`src/out46_reg_pkg.sv`:
```
// Constants and types for the output 4 to 6 regulation configuration register.
// Assumes a 24-bit serial frame: two op bits, six address bits, sixteen data bits, MSB first.
package out46_reg_pkg;

  // Frame layout.
  localparam int FRAME_BITS   = 24;
  localparam int OP_BITS      = 2;
  localparam int ADDR_BITS    = 6;
  localparam int DATA_BITS    = 16;
  localparam int HEAD_BITS    = OP_BITS + ADDR_BITS;

  // Register address and operation codes.
  localparam logic [5:0] OUTPUTS_4_TO_6_REGULATION_CONFIG_ADDR = 6'h05;
  localparam logic [1:0] OP_WRITE = 2'h0;
  localparam logic [1:0] OP_READ  = 2'h1;

  // Field positions within the 16-bit data word.
  localparam int OUT6_TYPE_POS = 15;
  localparam int OUT6_CODE_LSB = 11;
  localparam int OUT5_TYPE_POS = 10;
  localparam int OUT5_CODE_LSB = 6;
  localparam int OUT4_TYPE_POS = 5;
  localparam int OUT4_CODE_LSB = 1;
  localparam int PARITY_POS    = 0;

  // Regulation type encoding.
  localparam logic REG_TYPE_CURRENT = 1'b0;
  localparam logic REG_TYPE_PWM     = 1'b1;

  // Current setpoints are in 0.2 A steps; one output contributes 1 A at code 0.
  localparam logic [6:0] CURRENT_BASE_STEPS = 7'h05;

  // Field values as stored; the parity bit is not held.
  typedef struct packed {
    logic       out6_regulation_type;
    logic [3:0] out6_level_code;
    logic       out5_regulation_type;
    logic [3:0] out5_level_code;
    logic       out4_regulation_type;
    logic [3:0] out4_level_code;
  } regulation_cfg_t;

  localparam regulation_cfg_t CFG_RESET = '0;

  // Setpoint presented to one output stage.
  typedef struct packed {
    logic       regulation_type;
    logic [4:0] duty_sixteenths;
    logic [6:0] current_steps;
  } setpoint_t;

endpackage

```
`src/out46_regulation_cfg.sv`:
```
// Serial-accessed configuration register for outputs 4 to 6 and its setpoint decoder.
// Assumes serial pins arrive asynchronously and the core clock is at least eight times SCK;
// grouping and timed actuation status come from other logic on the core clock.
//
// Function
// - A frame whose six-bit address is 05h selects this register with its 16-bit data field.
// - Data bit 15 is output 6 regulation type and bits 14 to 11 its level code, MSB first.
// - Data bit 10 is output 5 regulation type and bits 9 to 6 its level code, MSB first.
// - Data bit 5 is output 4 (group two master) type, bits 4 to 1 its code, bit 0 parity.
// - In PWM type the duty is (code + 1) times 6.25 percent, from 6.25 to 100 percent.
// - A lone output in current type regulates to 1 A plus 0.2 A per code step, up to 4 A.
// - Two paralleled outputs regulate a total of 2 A plus 0.2 A times the sum of both codes.
// - Three paralleled outputs regulate a total of 3 A plus 0.2 A times the sum of all codes.
// - In current type each group member uses its own code and contributions add to one total.
// - In PWM type only the master code configures the group; the host sets equal types.
// - Writes are accepted any time but take effect only outside a timed actuation.
// - The register is readable and writable and a read returns the stored fields.
`timescale 1ns/1ps
module out46_regulation_cfg (
  // Clock and reset
  input  wire logic                        I_CORE_CLK,
  input  wire logic                        I_RESET,
  // Serial pins
  input  wire logic                        I_CSN,
  input  wire logic                        I_SCK,
  input  wire logic                        I_SDI,
  output logic                             O_SDO,
  output logic                             O_SDO_OE_N,
  // Grouping and actuation status
  input  wire logic                        I_GROUP_OUT5,
  input  wire logic                        I_GROUP_OUT6,
  input  wire logic                        I_TIMED_ACTUATION,
  // Setpoints
  output out46_reg_pkg::setpoint_t         O_OUT4_SETPOINT,
  output out46_reg_pkg::setpoint_t         O_OUT5_SETPOINT,
  output out46_reg_pkg::setpoint_t         O_OUT6_SETPOINT,
  output logic [6:0]                       O_GROUP_CURRENT_STEPS,
  output out46_reg_pkg::regulation_cfg_t   O_ACTIVE_CFG
);

  localparam int CNT_W = 5;

  // Two-flop synchronisers, plus a third stage for edge detection.
  logic [1:0] csn_sync_q;
  logic [1:0] sck_sync_q;
  logic [1:0] sdi_sync_q;
  logic       sck_last_q;
  logic       csn_last_q;

  always_ff @(posedge I_CORE_CLK or posedge I_RESET) begin
    if (I_RESET) begin
      csn_sync_q <= 2'h3;
      sck_sync_q <= 2'h0;
      sdi_sync_q <= 2'h0;
      sck_last_q <= 1'b0;
      csn_last_q <= 1'b1;
    end else begin
      csn_sync_q <= {csn_sync_q[0], I_CSN};
      sck_sync_q <= {sck_sync_q[0], I_SCK};
      sdi_sync_q <= {sdi_sync_q[0], I_SDI};
      sck_last_q <= sck_sync_q[1];
      csn_last_q <= csn_sync_q[1];
    end
  end

  logic selected;
  logic sck_rise;
  logic sck_fall;
  logic csn_fall;
  logic csn_rise;

  assign selected = ~csn_sync_q[1];
  assign sck_rise = selected & sck_sync_q[1] & ~sck_last_q;
  assign sck_fall = selected & ~sck_sync_q[1] & sck_last_q;
  assign csn_fall = ~csn_sync_q[1] & csn_last_q;
  assign csn_rise = csn_sync_q[1] & ~csn_last_q;

  // Serial shifter state.
  logic [out46_reg_pkg::FRAME_BITS-1:0] rx_q, rx_d;
  logic [CNT_W-1:0]                     cnt_q, cnt_d;
  logic [out46_reg_pkg::DATA_BITS-1:0]  tx_q, tx_d;
  logic                                 sdo_q, sdo_d;
  out46_reg_pkg::regulation_cfg_t       shadow_q, shadow_d;
  out46_reg_pkg::regulation_cfg_t       active_q, active_d;

  logic [out46_reg_pkg::OP_BITS-1:0]    frame_op;
  logic [out46_reg_pkg::ADDR_BITS-1:0]  frame_addr;
  logic [out46_reg_pkg::DATA_BITS-1:0]  readback;

  // Header fields sit in the low byte once eight bits are in.
  assign frame_op   = rx_q[7:6];
  assign frame_addr = rx_q[5:0];

  // Parity is neither stored nor generated by the framing logic, so a read shifts it out as zero.
  assign readback = {shadow_q, 1'b0};

  always_comb begin
    rx_d     = rx_q;
    cnt_d    = cnt_q;
    tx_d     = tx_q;
    sdo_d    = sdo_q;
    shadow_d = shadow_q;
    if (csn_fall) begin
      cnt_d = '0;
      sdo_d = 1'b0;
    end else if (sck_rise) begin
      rx_d = {rx_q[out46_reg_pkg::FRAME_BITS-2:0], sdi_sync_q[1]};
      if (cnt_q <= CNT_W'(out46_reg_pkg::FRAME_BITS)) begin
        cnt_d = cnt_q + CNT_W'(1);
      end
    end else if (sck_fall) begin
      if (cnt_q == CNT_W'(out46_reg_pkg::HEAD_BITS)) begin
        if (frame_op == out46_reg_pkg::OP_READ &&
            frame_addr == out46_reg_pkg::OUTPUTS_4_TO_6_REGULATION_CONFIG_ADDR) begin
          tx_d  = {readback[out46_reg_pkg::DATA_BITS-2:0], 1'b0};
          sdo_d = readback[out46_reg_pkg::DATA_BITS-1];
        end else begin
          tx_d  = '0;
          sdo_d = 1'b0;
        end
      end else if (cnt_q > CNT_W'(out46_reg_pkg::HEAD_BITS)) begin
        sdo_d = tx_q[out46_reg_pkg::DATA_BITS-1];
        tx_d  = {tx_q[out46_reg_pkg::DATA_BITS-2:0], 1'b0};
      end
    end else if (!selected) begin
      // A read cut short must not leave a stale bit on the line once it is released.
      sdo_d = 1'b0;
    end
    // Only a frame of exactly 24 clocks commits, so a truncated frame cannot corrupt it.
    if (csn_rise && cnt_q == CNT_W'(out46_reg_pkg::FRAME_BITS) &&
        rx_q[23:22] == out46_reg_pkg::OP_WRITE &&
        rx_q[21:16] == out46_reg_pkg::OUTPUTS_4_TO_6_REGULATION_CONFIG_ADDR) begin
      shadow_d.out6_regulation_type = rx_q[out46_reg_pkg::OUT6_TYPE_POS];
      shadow_d.out6_level_code      = rx_q[out46_reg_pkg::OUT6_CODE_LSB+:4];
      shadow_d.out5_regulation_type = rx_q[out46_reg_pkg::OUT5_TYPE_POS];
      shadow_d.out5_level_code      = rx_q[out46_reg_pkg::OUT5_CODE_LSB+:4];
      shadow_d.out4_regulation_type = rx_q[out46_reg_pkg::OUT4_TYPE_POS];
      shadow_d.out4_level_code      = rx_q[out46_reg_pkg::OUT4_CODE_LSB+:4];
    end
    // The live copy is frozen for the whole actuation and refreshed between actuations.
    active_d = I_TIMED_ACTUATION ? active_q : shadow_q;
  end

  always_ff @(posedge I_CORE_CLK or posedge I_RESET) begin
    if (I_RESET) begin
      rx_q     <= '0;
      cnt_q    <= '0;
      tx_q     <= '0;
      sdo_q    <= 1'b0;
      shadow_q <= out46_reg_pkg::CFG_RESET;
      active_q <= out46_reg_pkg::CFG_RESET;
    end else begin
      rx_q     <= rx_d;
      cnt_q    <= cnt_d;
      tx_q     <= tx_d;
      sdo_q    <= sdo_d;
      shadow_q <= shadow_d;
      active_q <= active_d;
    end
  end

  assign O_SDO        = sdo_q;
  assign O_SDO_OE_N   = csn_sync_q[1];
  assign O_ACTIVE_CFG = active_q;

  // Duty in sixteenths of full scale.
  function automatic logic [4:0] duty_of(input logic [3:0] code);
    duty_of = {1'b0, code} + 5'h01;
  endfunction

  // Current contribution of one output in 0.2 A steps.
  function automatic logic [6:0] current_of(input logic [3:0] code);
    current_of = out46_reg_pkg::CURRENT_BASE_STEPS + {3'h0, code};
  endfunction

  // Setpoint decode state.
  out46_reg_pkg::setpoint_t sp4_q, sp4_d;
  out46_reg_pkg::setpoint_t sp5_q, sp5_d;
  out46_reg_pkg::setpoint_t sp6_q, sp6_d;
  logic [6:0]               group_q, group_d;

  always_comb begin
    logic [3:0] code5_eff;
    logic [3:0] code6_eff;
    logic       type5_eff;
    logic       type6_eff;
    code5_eff = active_q.out5_level_code;
    code6_eff = active_q.out6_level_code;
    type5_eff = active_q.out5_regulation_type;
    type6_eff = active_q.out6_regulation_type;
    // In PWM the master's code drives every member of the group.
    if (active_q.out4_regulation_type == out46_reg_pkg::REG_TYPE_PWM) begin
      if (I_GROUP_OUT5) begin
        code5_eff = active_q.out4_level_code;
        type5_eff = out46_reg_pkg::REG_TYPE_PWM;
      end
      if (I_GROUP_OUT6) begin
        code6_eff = active_q.out4_level_code;
        type6_eff = out46_reg_pkg::REG_TYPE_PWM;
      end
    end
    sp4_d = '{active_q.out4_regulation_type, duty_of(active_q.out4_level_code),
              current_of(active_q.out4_level_code)};
    sp5_d = '{type5_eff, duty_of(code5_eff), current_of(code5_eff)};
    sp6_d = '{type6_eff, duty_of(code6_eff), current_of(code6_eff)};
    // Each grouped member adds its base step and its own code to the master's.
    group_d = current_of(active_q.out4_level_code);
    if (I_GROUP_OUT5) begin
      group_d = group_d + current_of(active_q.out5_level_code);
    end
    if (I_GROUP_OUT6) begin
      group_d = group_d + current_of(active_q.out6_level_code);
    end
  end

  always_ff @(posedge I_CORE_CLK or posedge I_RESET) begin
    if (I_RESET) begin
      sp4_q   <= '{out46_reg_pkg::REG_TYPE_CURRENT, 5'h01, out46_reg_pkg::CURRENT_BASE_STEPS};
      sp5_q   <= '{out46_reg_pkg::REG_TYPE_CURRENT, 5'h01, out46_reg_pkg::CURRENT_BASE_STEPS};
      sp6_q   <= '{out46_reg_pkg::REG_TYPE_CURRENT, 5'h01, out46_reg_pkg::CURRENT_BASE_STEPS};
      group_q <= out46_reg_pkg::CURRENT_BASE_STEPS;
    end else begin
      sp4_q   <= sp4_d;
      sp5_q   <= sp5_d;
      sp6_q   <= sp6_d;
      group_q <= group_d;
    end
  end

  assign O_OUT4_SETPOINT       = sp4_q;
  assign O_OUT5_SETPOINT       = sp5_q;
  assign O_OUT6_SETPOINT       = sp6_q;
  assign O_GROUP_CURRENT_STEPS = group_q;

endmodule

```
`config.mk`:
```
export PLATFORM = sky130hd
export DESIGN_NAME = out46_regulation_cfg
export DESIGN_NICKNAME = d
export VERILOG_FILES = /design/src/out46_reg_pkg.sv /design/src/out46_regulation_cfg.sv
export SDC_FILE = /design/constraint.sdc
export NUM_CORES = 1
export LEC_CHECK = 0
export BUFFER_PORTS_ARGS = -buffer_cell sky130_fd_sc_hd__buf_2
export CAP_MARGIN = 20
export CORE_UTILIZATION = 30
export DETAILED_ROUTE_END_ITERATION = 16
export SKIP_LAST_GASP = 1
export SLEW_MARGIN = 20
export SYNTH_ARGS = -nofsm -noshare
export SYNTH_HDL_FRONTEND = slang
export SYNTH_SLANG_ARGS = --single-unit
```
`constraint.sdc`:
```
create_clock -name I_CORE_CLK -period 4.6 [get_ports I_CORE_CLK]
set_input_delay 0 -clock I_CORE_CLK [delete_from_list [all_inputs] [get_ports I_CORE_CLK]]
set_output_delay 0 -clock I_CORE_CLK [all_outputs]
set_load 0.01 [all_outputs]
```
Yosys cells after proc, flatten, opt, wreduce, memory -nomap -nowiden
Index checks and enable logic that the tools add are counted.
{ "totals": {"ff_bits": 124, "in_bits": 8} }
{ "classes": {"addsub": 11, "n_lt_le_gt_ge": 2, "eq_ne": 7, "mux": 23, "n_bitwise": 12, "n_reduce_logical": 13} }
{ "ops": {"columns": ["cell", "count"], "rows": [
  ["16-bit 2-to-1 mux", 3],
  ["3-bit by 4-bit adder with 5-bit output (first input constant)", 5],
  ["4-bit 2-to-1 mux", 4],
  ["4-bit by 1-bit adder with 5-bit output (second input constant)", 3],
  ["5-bit 2-to-1 mux", 3],
  ["6-bit by 3-bit equality test with 1-bit output (second input constant)", 2],
  ["1-bit 2-to-1 mux", 11],
  ["7-bit by 5-bit adder with 7-bit output", 1],
  ["7-bit 2-to-1 mux", 1],
  ["5-bit by 5-bit adder with 6-bit output", 1],
  ["1-bit AND", 6],
  ["6-bit 2-to-1 mux", 1],
  ["1-bit NOT", 6],
  ["2-bit nonzero test", 3],
  ["5-bit by 1-bit adder with 5-bit output (second input constant)", 1],
  ["5-bit by 4-bit equality test with 1-bit output (second input constant)", 1],
  ["5-bit equality test (second input constant)", 1],
  ["5-bit by 4-bit > comparator with 1-bit output (second input constant)", 1],
  ["5-bit less-or-equal comparator (second input constant)", 1],
  ["1-bit logical AND", 4],
  ["4-bit by 1-bit != test with 1-bit output (second input constant)", 1],
  ["2-bit AND reduction", 2],
  ["4-bit AND reduction", 1],
  ["3-bit AND reduction", 1],
  ["4 further kinds", 4]
]} }

Depth between registers and ports, before layout
Gate-level depths: netlist of the first run.
{ "depth": {"word_depth": 7, "mapped_depth": 13, "depth_no_buf": 13} }

Least setup slack after synthesis of the first run
OpenSTA, ideal clock, no wires.
{ "synth_timing": {"path_type": "reg2reg", "from": "register active_q (netlist bit O_ACTIVE_CFG[0])", "to": "register group_q[4], in the netlist O_GROUP_CURRENT_STEPS[4]", "arrival_time_ns": 3.140, "t_required_ns": 4.475, "path_slack_ns": 1.335, "stages_incl_launch_ff": 13, "n_path_buf": 0, "period_less_slack_ns": 3.265, "path_cell_list": "dfrtp_1 -> ha_1 -> ha_1 -> ha_1 -> fa_1 -> a21oi_1 -> ha_1 -> inv_1 -> ha_1 -> a21o_1 -> a21oi_1 -> xnor2_1 -> mux2_2"} }
{ "synth_rtl": {"columns": ["element", "line", "rtl"], "rows": [
  ["start: declaration", "out46_regulation_cfg.sv:84", "out46_reg_pkg::regulation_cfg_t active_q, active_d;"],
  ["start signal: assignment", "out46_regulation_cfg.sv:151", "active_q <= out46_reg_pkg::CFG_RESET;"],
  ["start signal: assignment", "out46_regulation_cfg.sv:158", "active_q <= active_d;"],
  ["end signal: assignment", "out46_regulation_cfg.sv:221", "group_q <= out46_reg_pkg::CURRENT_BASE_STEPS;"],
  ["end signal: assignment", "out46_regulation_cfg.sv:226", "group_q <= group_d;"],
  ["end: declaration", "out46_regulation_cfg.sv:180", "logic [6:0] group_q, group_d;"]
]} }

Worst setup path after layout of the first run
{ "layout_timing": {"from": "register active_q (netlist bit O_ACTIVE_CFG[0])", "to": "register group_q[4], in the netlist O_GROUP_CURRENT_STEPS[4]"} }
{ "layout_via": {"elab_chain_cells": 5} }
{ "layout_rtl": {"columns": ["element", "line", "rtl"], "rows": [
  ["3-bit by 4-bit adder with 5-bit output *", "out46_regulation_cfg.sv:173", "current_of = out46_reg_pkg::CURRENT_BASE_STEPS + {3'h0, code};"],
  ["5-bit by 5-bit adder with 6-bit output", "out46_regulation_cfg.sv:209", "group_d = group_d + current_of(active_q.out5_level_code);"],
  ["6-bit 2-to-1 mux *", "out46_regulation_cfg.sv:208", "if (I_GROUP_OUT5) begin"],
  ["7-bit by 5-bit adder with 7-bit output", "out46_regulation_cfg.sv:212", "group_d = group_d + current_of(active_q.out6_level_code);"],
  ["7-bit 2-to-1 mux *", "out46_regulation_cfg.sv:211", "if (I_GROUP_OUT6) begin"],
  ["named net group_d[4]", "out46_regulation_cfg.sv:180", null]
]} }
Mark *: on every way through the listed nets, which the timed path passes. The rest lies on a longest branch.
A chain may end at the register's enable or synchronous reset.

==> results of run 1 <==
==> cell type report <==
| type | instances | area [um^2] | area share, % |
|---|---|---|---|
| Clock buffer | 24 | 502 | 8.05 |
| Clock inverter | 8 | 73.8 | 1.18 |
| Inverter | 27 | 104 | 1.67 |
| Multi-Input combinational cell | 231 | 1970 | 31.6 |
| Sequential cell | 116 | 2920 | 46.8 |
| Tap cell | 220 | 275 | 4.42 |
| Timing Repair Buffer | 72 | 393 | 6.30 |
==> registers in the layout (all words and copies together) (netlist names), 2 cells and up <==
name and cells:
csn_sync_q 2, sck_sync_q 2, O_OUT5_SETPOINT 9, O_ACTIVE_CFG 15
rx_q 24, O_OUT4_SETPOINT 9, sdi_sync_q 2, O_OUT6_SETPOINT 9
readback 15, tx_q 14, O_GROUP_CURRENT_STEPS 7, cnt_q 5
==> routing by layer <==
metal,track usage (%),part of all wire (%),wire length [um]
met3,4.64,5.7,577
met4,4.66,0.89,90
met1,15.1,47,4720
met2,19.3,46,4670
met5,0,0,0
==> cell usage in the layout (no fill, tap or decap), types with 4 or more instances in the layout <==
cell type	n
dfrtp_1	105
buf_2	64
mux2_2	54
inv_1	26
nor2_1	23
ha_1	21
a21oi_1	20
clkbuf_16	17
a22oi_1	13
xnor2_1	12
dfstp_2	11
nand2_1	10
o21ai_0	8
mux2i_1	7
conb_1	6
mux2_1	5
clkbuf_8	5
dlygate4sd3_1	5
nor2b_1	4
xor2_1	4
clkinv_2	4
==> cell usage after synthesis (2+ instances only) <==
master,instances
a22oi_1,13
buf_2,5
dfstp_2,11
nand2b_1,3
nand3_1,2
or2_2,2
nor2_1,23
nand2_1,10
clkbuf_1,7
dfrtp_1,105
ha_1,21
xnor2_1,12
and4_1,2
a21oi_1,20
mux2_2,54
nor2b_1,4
xor2_1,4
buf_4,14
nor3b_1,2
inv_1,27
nor4b_2,2
nand4bb_1,2
mux2_1,5
a31oi_1,2
fa_1,2
a21o_1,3
nor3_1,3
mux2i_1,7
o21ai_0,8
==> power groups by stage <==
stage	registers, uW	clock network, uW	logic [uW]
final	1070	1260	106
after global routing	1080	1340	118
after CTS	1070	1280	108
after detailed placement	1090	0	104
after global placement	1090	0	99.5
after floorplan	1090	0	80.2
==> cells by family after synthesis <==
group	share of synthesized area (%)
xor gates and xnor gates	2.74
and+or+nand+nor	7.64
muxes	14.4
other	0.0734
AOI/OAI and AO/OA	7.08
buffers and inverters	5.05
adders and majority gates	5.93
DFF	57.1
==> worst paths after layout <==
check | start | end | slack, ns | depth (start not counted)
setup reg to reg | O_ACTIVE_CFG[0] | O_GROUP_CURRENT_STEPS[4] | 0.99 | 13
hold reg to reg | sck_sync_q[0] | sck_sync_q[1] | 0.34 | 0
hold / removal | I_TIMED_ACTUATION | O_ACTIVE_CFG[14] | 0.09 | 2
setup / recovery | O_ACTIVE_CFG[0] | O_GROUP_CURRENT_STEPS[4] | 0.99 | 13
min in group asynchronous | I_RESET | O_OUT4_SETPOINT[10] | 0.33 | 3
max in group asynchronous | I_RESET | csn_last_q | 3.16 | 4
==> metrics by stage <==
stage,area [um^2],setup WS (ns)
after floorplan,5130,1.34
after global placement,5610,1.26
after detailed placement,5610,1.02
after CTS,6230,1.01
after global routing,6230,0.795
final,6230,0.989
==> critical path, cell delays in order, from the launching register on <==
cell and delay, ns:
dfrtp_1 0.49, ha_1 0.25, xor2_1 0.30, ha_1 0.29
inv_1 0.10, fa_1 0.40, a21oi_1 0.25, ha_1 0.32
inv_1 0.07, ha_1 0.23, a21o_1 0.17, a21oi_1 0.25
xnor2_1 0.10, mux2_2 0.27
==> metrics.cfg, run 1 <==
[yosys]
synth_edf_count=0
async_reset_ff_share_pct=100
yosysWarnings=0
syn_avg_cell_area_um2=12.9
synthCells=395
yosysSeqAreaShare_pct=57.1
yosysTopAreaCell=dfrtp_1
synth_area_mm2=0.00511
synthDistinctLibCells=49
ys_seq_elements=116
synth_area_leaders=dfrtp_1 (51%), mux2_2 (12%), dfstp_2 (5.7%)
yosysTopAreaCellShare_pct=51.4
ys.flop_type=dfrtp_1

[drt]
drc=0
ant_nets=0
drt-pass1-iter-count=4
drt_iter0_markers=168
wl_per_cell_um=14.4
vias=3211
viasPerCell=4.60
routed_wl_um=10100

[cts]
ctsLongestPathBuffers=2
clk_pin_slew_worst_paths_ns=0.05
cts_setup_buffers=0
cts_root_buf=clkbuf_16
insertion_delay_ns=0.41
htreeDepth=4
cts_sinks=116
cts-resized-gates=0
cts_tree=yes
numCtsBuffers=17
hold_buffers=5

[die]
die_w_um=132
start_util_pct=30.8
rows=47
die_area_mm2=0.0176
core_mm2=0.0166
dieHeight_um=132
io_pins=71

[power_and_ir_drop]
powerDensity_mw_per_mm2=392
leakage_uw=0.00315
p_sw_share_pct=21.9
p_comb_share_pct=4.3
power.share.sequential_pct=44.0
p_switching_uw=535
ir_drop_v=0.000299
p_clk_share_pct=51.7
power_uw=2440
internal-power_uw=1910

[global_route]
grt.total_usage_pct=12.2
grt_start_max_net_pins=76
grt-ovfl-total=0
grt_pass1_vias=3262
antenna_found_initial=0
grt_pass1_wl_um=16600

[critical_path]
arrival_ns=3.90
critPathKind=flop to flop
worstPathMaxFanout=9
cp-start-kind=flop
endpoint_kind=flop
required_ns=4.89

[final_layout]
stdcell_count=698
antenna_cells=0
fin_util_pct=37.6
finalNetCount=496
synthToLayoutAreaGrowth_pct=22.0
drive_gt1_share_pct=36.6
fillers=1599

[place]
portBuffers=64
placed_cells=661
gp_routability_congestion=0.823
dp_hpwl_um=7050

[timing]
hold_viol_final=0
max_slew_margin_pct=38.2
slew_viol_final=0
post-route-period-util_pct=78.5
worstMarginPinSlew_ns=0.927
skew_ns=0.00861
setup_tns_ns=0
max_freq_ghz=0.277
grt_setup_unrepaired=false
setup_violations=0
finalCriticalPeriod_ns=3.61
hold_ws_ns=0.0882

[outcome]
outcome=complete, no violations

[job]
cap_violations=0

[worst_hold_path]
hp-class=primary input to flop

Note: power is estimated with default switching activity, not from simulation.
==> run 2: changes to the inputs <==
==> constraint.sdc (replaced) <==
create_clock -name I_CORE_CLK -period 3 [get_ports I_CORE_CLK]
set_input_delay 0 -clock I_CORE_CLK [delete_from_list [all_inputs] [get_ports I_CORE_CLK]]
set_output_delay 0 -clock I_CORE_CLK [all_outputs]
set_load 0.01 [all_outputs]
==> run 2 against run 1 <==
  * The run now ends with setup timing left
  * Global-route usage increased by 0.29 points
  * Critical endpoint unchanged
  * Final cell count increased by 2.6%
  * First-iteration DRC count increased by 9.5%
  * Sequential power grew 54%
  * Non-clock buffer count grew 18
  * Clock skew decreased by 0.00050 ns
  * Critical path type unchanged
  * Routed wire length down 0.13%
==> metrics.cfg, run 2 (same netlist as run 1, synthesis figures left out) <==
[cts]
insertion_delay_ns=0.40
cts_root_buf=clkbuf_16
clk_pin_slew_worst_paths_ns=0.05
ctsLongestPathBuffers=2
htreeDepth=4
numCtsBuffers=17
cts_sinks=116
cts_tree=yes

[timing]
max_freq_ghz=0.319
setup_tns_ns=-0.341
setup_violations=3
hold_ws_ns=0.0934
skew_ns=0.00811
hold_viol_final=0
worstMarginPinSlew_ns=0.653
post-route-period-util_pct=105
max_slew_margin_pct=56.3
grt_setup_unrepaired=true
finalCriticalPeriod_ns=3.14
slew_viol_final=0
worst_slack_ns=-0.136

[die]
start_util_pct=30.8
core_mm2=0.0166
io_pins=71
die_area_mm2=0.0176
rows=47
dieHeight_um=132
die_w_um=132

[outcome]
outcome=finished, violations left
violations=setup timing

[drt]
drt_iter0_markers=184
vias=3203
routed_wl_um=10000
drc=0
wl_per_cell_um=14.0
viasPerCell=4.47
ant_nets=0
drt-pass1-iter-count=4

[final_layout]
drive_gt1_share_pct=41.7
layout_commonest_cell=dfrtp_1
largest_reg_flops=24
design_area_mm2=0.00648
final_cell_mix=dfrtp_1 (103), buf_2 (64), mux2_2 (53)
stdcell_count=716
fillers=1614
finalNetCount=514
top_register=rx_q
synthToLayoutAreaGrowth_pct=26.9
antenna_cells=0

[global_route]
grt_pass1_wl_um=17200
grt_start_max_net_pins=90
grt_use_met1_pct=15.8
grt_pass1_vias=3384
grtUsageMet2_pct=19.9
antenna_found_initial=0
grt-ovfl-total=0
grt.total_usage_pct=12.5
busiest_layer=met2
met3_usage_pct=3.72

[place]
placed_cell_area_mm2=0.00580
portBuffers=64
dp_hpwl_um=7090
gp_routability_congestion=0.755
placed_cells=677

[critical_path]
cp-start-kind=flop
endpoint_kind=flop
worstPathMaxFanout=2
required_ns=3.29
critPathKind=flop to flop
arrival_ns=3.42

[worst_hold_path]
hp-class=primary input to flop

[power_and_ir_drop]
powerDensity_mw_per_mm2=575
leakage_uw=0.00323
power_uw=3730
ir_drop_v=0.000455

[job]
cap_violations=0

-- run 2: per-stage QoR --
| stage | worst slack, ns | util [%] |
|---|---|---|
| after floorplan | -0.115 | - |
| after detailed placement | -0.237 | 35.0 |
| after global placement | -0.0754 | 35.0 |
| final | -0.136 | 39.1 |
| after CTS | -0.151 | 39.0 |
| after global routing | -0.208 | 39.1 |
-- run 2: power breakdown --
part           internal (uW)  total, uW  switching (uW)  leakage (uW)
logic                   81.5        173            91.3       0.00141
registers               1610       1650            34.6       0.00156
clock network           1230       1910             672      0.000270
total                   2930       3730             798       0.00323
-- run 2: path summary, 6_finish.rpt --
kind / depth (start not counted) / endpoint / slack (ns) / start
hold reg to reg: 0 / sdi_sync_q[1] / 0.35 / sdi_sync_q[0]
max in group asynchronous: 4 / O_OUT4_SETPOINT[0] / 1.91 / I_RESET
setup reg to reg: 12 / O_GROUP_CURRENT_STEPS[4] / -0.14 / O_ACTIVE_CFG[0]
min in group asynchronous: 3 / sdi_sync_q[0] / 0.22 / I_RESET
hold / removal: 2 / O_ACTIVE_CFG[14] / 0.09 / I_TIMED_ACTUATION
setup / recovery: 12 / O_GROUP_CURRENT_STEPS[4] / -0.14 / O_ACTIVE_CFG[0]
-- run 2: timing repair --
action,in CTS,in global routing
endpoints found under the hold margin,32,0
setup buffers,1,1
endpoints found under the setup margin,3,4
cloned,0,0
hold buffers,5,0
gates resized for setup,6,3
pin swaps,7,2
-- run 2: layout make-up --
cell class                 instances  area [um^2]  share of cell area [%]
sequential                       116         2920                    45.0
clock inverter                    10          108                    1.66
timing repair buffer              90          541                    8.34
inverter                          27          105                    1.62
clock buffer                      22          454                    7.01
tap                              220          275                    4.25
multi-input combinational        231         2080                    32.1
-- run 2: routing by layer --
layer	routed length, um	share of wire, %
met1	4700	47
met2	4760	47
met3	434	4.3
met4	155	1.5
met5	0	0
-- run 2: worst max-delay path: stages, from the launching register on --
cell and delay, ns:
dfrtp_2 0.42, ha_4 0.28, ha_4 0.20, ha_4 0.16
fa_2 0.56, a21oi_2 0.06, ha_1 0.32, inv_1 0.06
ha_1 0.27, a21o_1 0.16, a21oi_2 0.16, xnor2_1 0.10
mux2_4 0.26
==> run 3: changes to the inputs <==
==> constraint.sdc (replaced) <==
create_clock -name I_CORE_CLK -period 3 [get_ports I_CORE_CLK]
set_input_delay 0.9 -clock I_CORE_CLK [delete_from_list [all_inputs] [get_ports I_CORE_CLK]]
set_output_delay 0.9 -clock I_CORE_CLK [all_outputs]
set_load 0.01 [all_outputs]
==> run 3 against run 2 <==
  * The run still ends with setup timing left
  * Core utilization grew 0.49 points
  * Fmax up 3.1%
  * Sequential power barely moved
  * Clock-buffer cell count increased by 1
  * Non-clock buffer count rose by 2
  * Sequential share of layout area is 0.56 points lower
  * Critical path depth unchanged
  * Largest cell class unchanged
  * Highest routed layer unchanged
==> metrics.cfg, run 3 (same netlist as run 1, synthesis figures left out) <==
[outcome]
outcome=finished, violations left
violations=setup timing

[critical_path]
crit_family=adder cells
worstPathMaxFanout=2
cp-start-kind=flop
arrival_ns=3.33
slowest_delay_ns=0.55
path_buf_inv=1
slowest_stage=fa_2
cpMostUsedCell=ha_4
required_ns=3.29
r2r-end=O_GROUP_CURRENT_STEPS[4]
cp_cell_sequence=ha_4 > ha_4 > ha_4 > fa_2 > a21oi_4 > ha_4 > inv_4 > ha_4 > a21o_1 > a21oi_2 > xnor2_1 > mux2_4
worstReg2RegStart=O_ACTIVE_CFG[1]
critPathKind=flop to flop
endpoint_kind=flop
ff2ff_path_depth=12
ff2ff_setup_slack_ns=-0.04

[timing]
max_slew_margin_pct=57.2
worst_slack_ns=-0.0416
setup_violations=2
slew_viol_final=0
worstMarginPinSlew_ns=0.640
skew_ns=0.0112
hold_viol_final=0
max_freq_ghz=0.329
grt_setup_unrepaired=true
finalCriticalPeriod_ns=3.04
post-route-period-util_pct=101

[power_and_ir_drop]
internal-power_uw=3080
leakage_uw=0.00328
p_clk_share_pct=53.1
power_uw=3890
power.share.sequential_pct=42.4
p_sw_share_pct=20.8
p_switching_uw=810
powerDensity_mw_per_mm2=593
p_comb_share_pct=4.5
ir_drop_v=0.000410

[die]
core_mm2=0.0166
io_pins=71
dieHeight_um=132
rows=47
die_area_mm2=0.0176
start_util_pct=30.8
die_w_um=132

[worst_hold_path]
hold_path_end=sck_sync_q[1]
hold_depth=0
hold_start=sck_sync_q[0]
hp-class=flop to flop

[final_layout]
fillers=1599
stdcell_count=718
largest_reg_flops=24
finalNetCount=516
multi_input_area_mm2=0.00211
drive_gt1_share_pct=44.2
top_register=rx_q
antenna_cells=0
synthToLayoutAreaGrowth_pct=28.5
final_cell_mix=dfrtp_1 (103), buf_2 (64), mux2_2 (53)
design_area_mm2=0.00656
layout_commonest_cell=dfrtp_1
seq_area_mm2=0.00292

[drt]
drt-met1-wl_um=4690
drt_iter0_markers=146
wl_met2_um=4880
viasPerCell=4.52
vias=3245
ant_nets=0
wl_per_cell_um=14.2
drc=0
drt-pass1-iter-count=4
met3_length_um=395
routed_wl_um=10200
routed.top_layer=met4

[cts]
numCtsBuffers=17
ctsLongestPathBuffers=2
cts_sinks=116
cts_root_buf=clkbuf_16
insertion_delay_ns=0.41
clk_pin_slew_worst_paths_ns=0.05
cts_tree=yes
htreeDepth=4

[place]
pre_cts_ws_ns=-0.183
portBuffers=64
placed_cell_area_mm2=0.00582
gp_routability_congestion=0.782
placed_cells=680
dp_hpwl_um=7300

[global_route]
antenna_found_initial=0
grt_pass1_vias=3320
grt_pass1_wl_um=17200
grt_start_max_net_pins=36
grt.total_usage_pct=12.6
grt-ovfl-total=0

[job]
cap_violations=0

run 3: cell count changes in the layout (fill, tap and decap cells not counted), moves of 2 or more:
cell and change:
clkinvlp_4 -2, clkbuf_1 -2, clkbuf_8 +3, dlygate4sd3_1 -5
ha_1 -2, buf_4 +8, ha_4 +2
run 3: cell type report:
class	count	area share, %
flip-flops and latches	116	44.5
multi-input cells	231	32.2
repair buffers	92	8.09
clock buffers	23	7.44
well taps	220	4.20
clock inverters	9	1.93
inverters	27	1.64
run 3: what timing repair did:
| action | CTS | global route |
|---|---|---|
| setup buffers | 2 | 4 |
| hold buffers | 0 | 0 |
| setup endpoints to repair | 4 | 4 |
| gates resized for setup | 5 | 10 |
| pin swaps | 9 | 17 |
run 3: power groups by stage:
| stage | registers (uW) | logic [uW] | clock network, uW |
|---|---|---|---|
| 6_report | 1650 | 174 | 2070 |
| 5_1_grt | 1660 | 196 | 2180 |
| 4_1_cts | 1650 | 172 | 2110 |
| 3_5_place_dp | 1680 | 169 | 0 |
| 3_3_place_gp | 1670 | 162 | 0 |
| 2_1_floorplan | 1670 | 127 | 0 |
run 3: metal layers:
metal / up-vias / GRT usage, %
met2: 79 / 20.1
met5: - / 0
li1: 1540 / -
met1: 1608 / 16.0
met3: 18 / 3.52
met4: 0 / 5.43
run 3: metrics by stage:
| stage | hold WS (ns) | utilization [%] | TNS (ns) |
|---|---|---|---|
| final | 0.345 | 39.6 | -0.0822 |
| after global routing | 0.354 | 39.6 | -0.442 |
| after CTS | 0.348 | 39.1 | -0.338 |
| after detailed placement | 0.336 | 35.1 | -0.373 |
| after global placement | 0.332 | 35.1 | -0.121 |
| after floorplan | 0.331 | - | -0.150 |
run 3: worst max-delay path by stage:
stage                    startpoint                       end  slack, ns  cells past startpoint
floorplan           O_ACTIVE_CFG[0]  O_GROUP_CURRENT_STEPS[4]      -0.11                     12
detailed placement  O_ACTIVE_CFG[1]  O_GROUP_CURRENT_STEPS[5]      -0.18                     13
finish              O_ACTIVE_CFG[1]  O_GROUP_CURRENT_STEPS[4]      -0.04                     12
global placement    O_ACTIVE_CFG[1]  O_GROUP_CURRENT_STEPS[4]      -0.08                     12
CTS                 O_ACTIVE_CFG[1]  O_GROUP_CURRENT_STEPS[4]      -0.12                     12
global route        O_ACTIVE_CFG[1]  O_GROUP_CURRENT_STEPS[5]      -0.15                     13
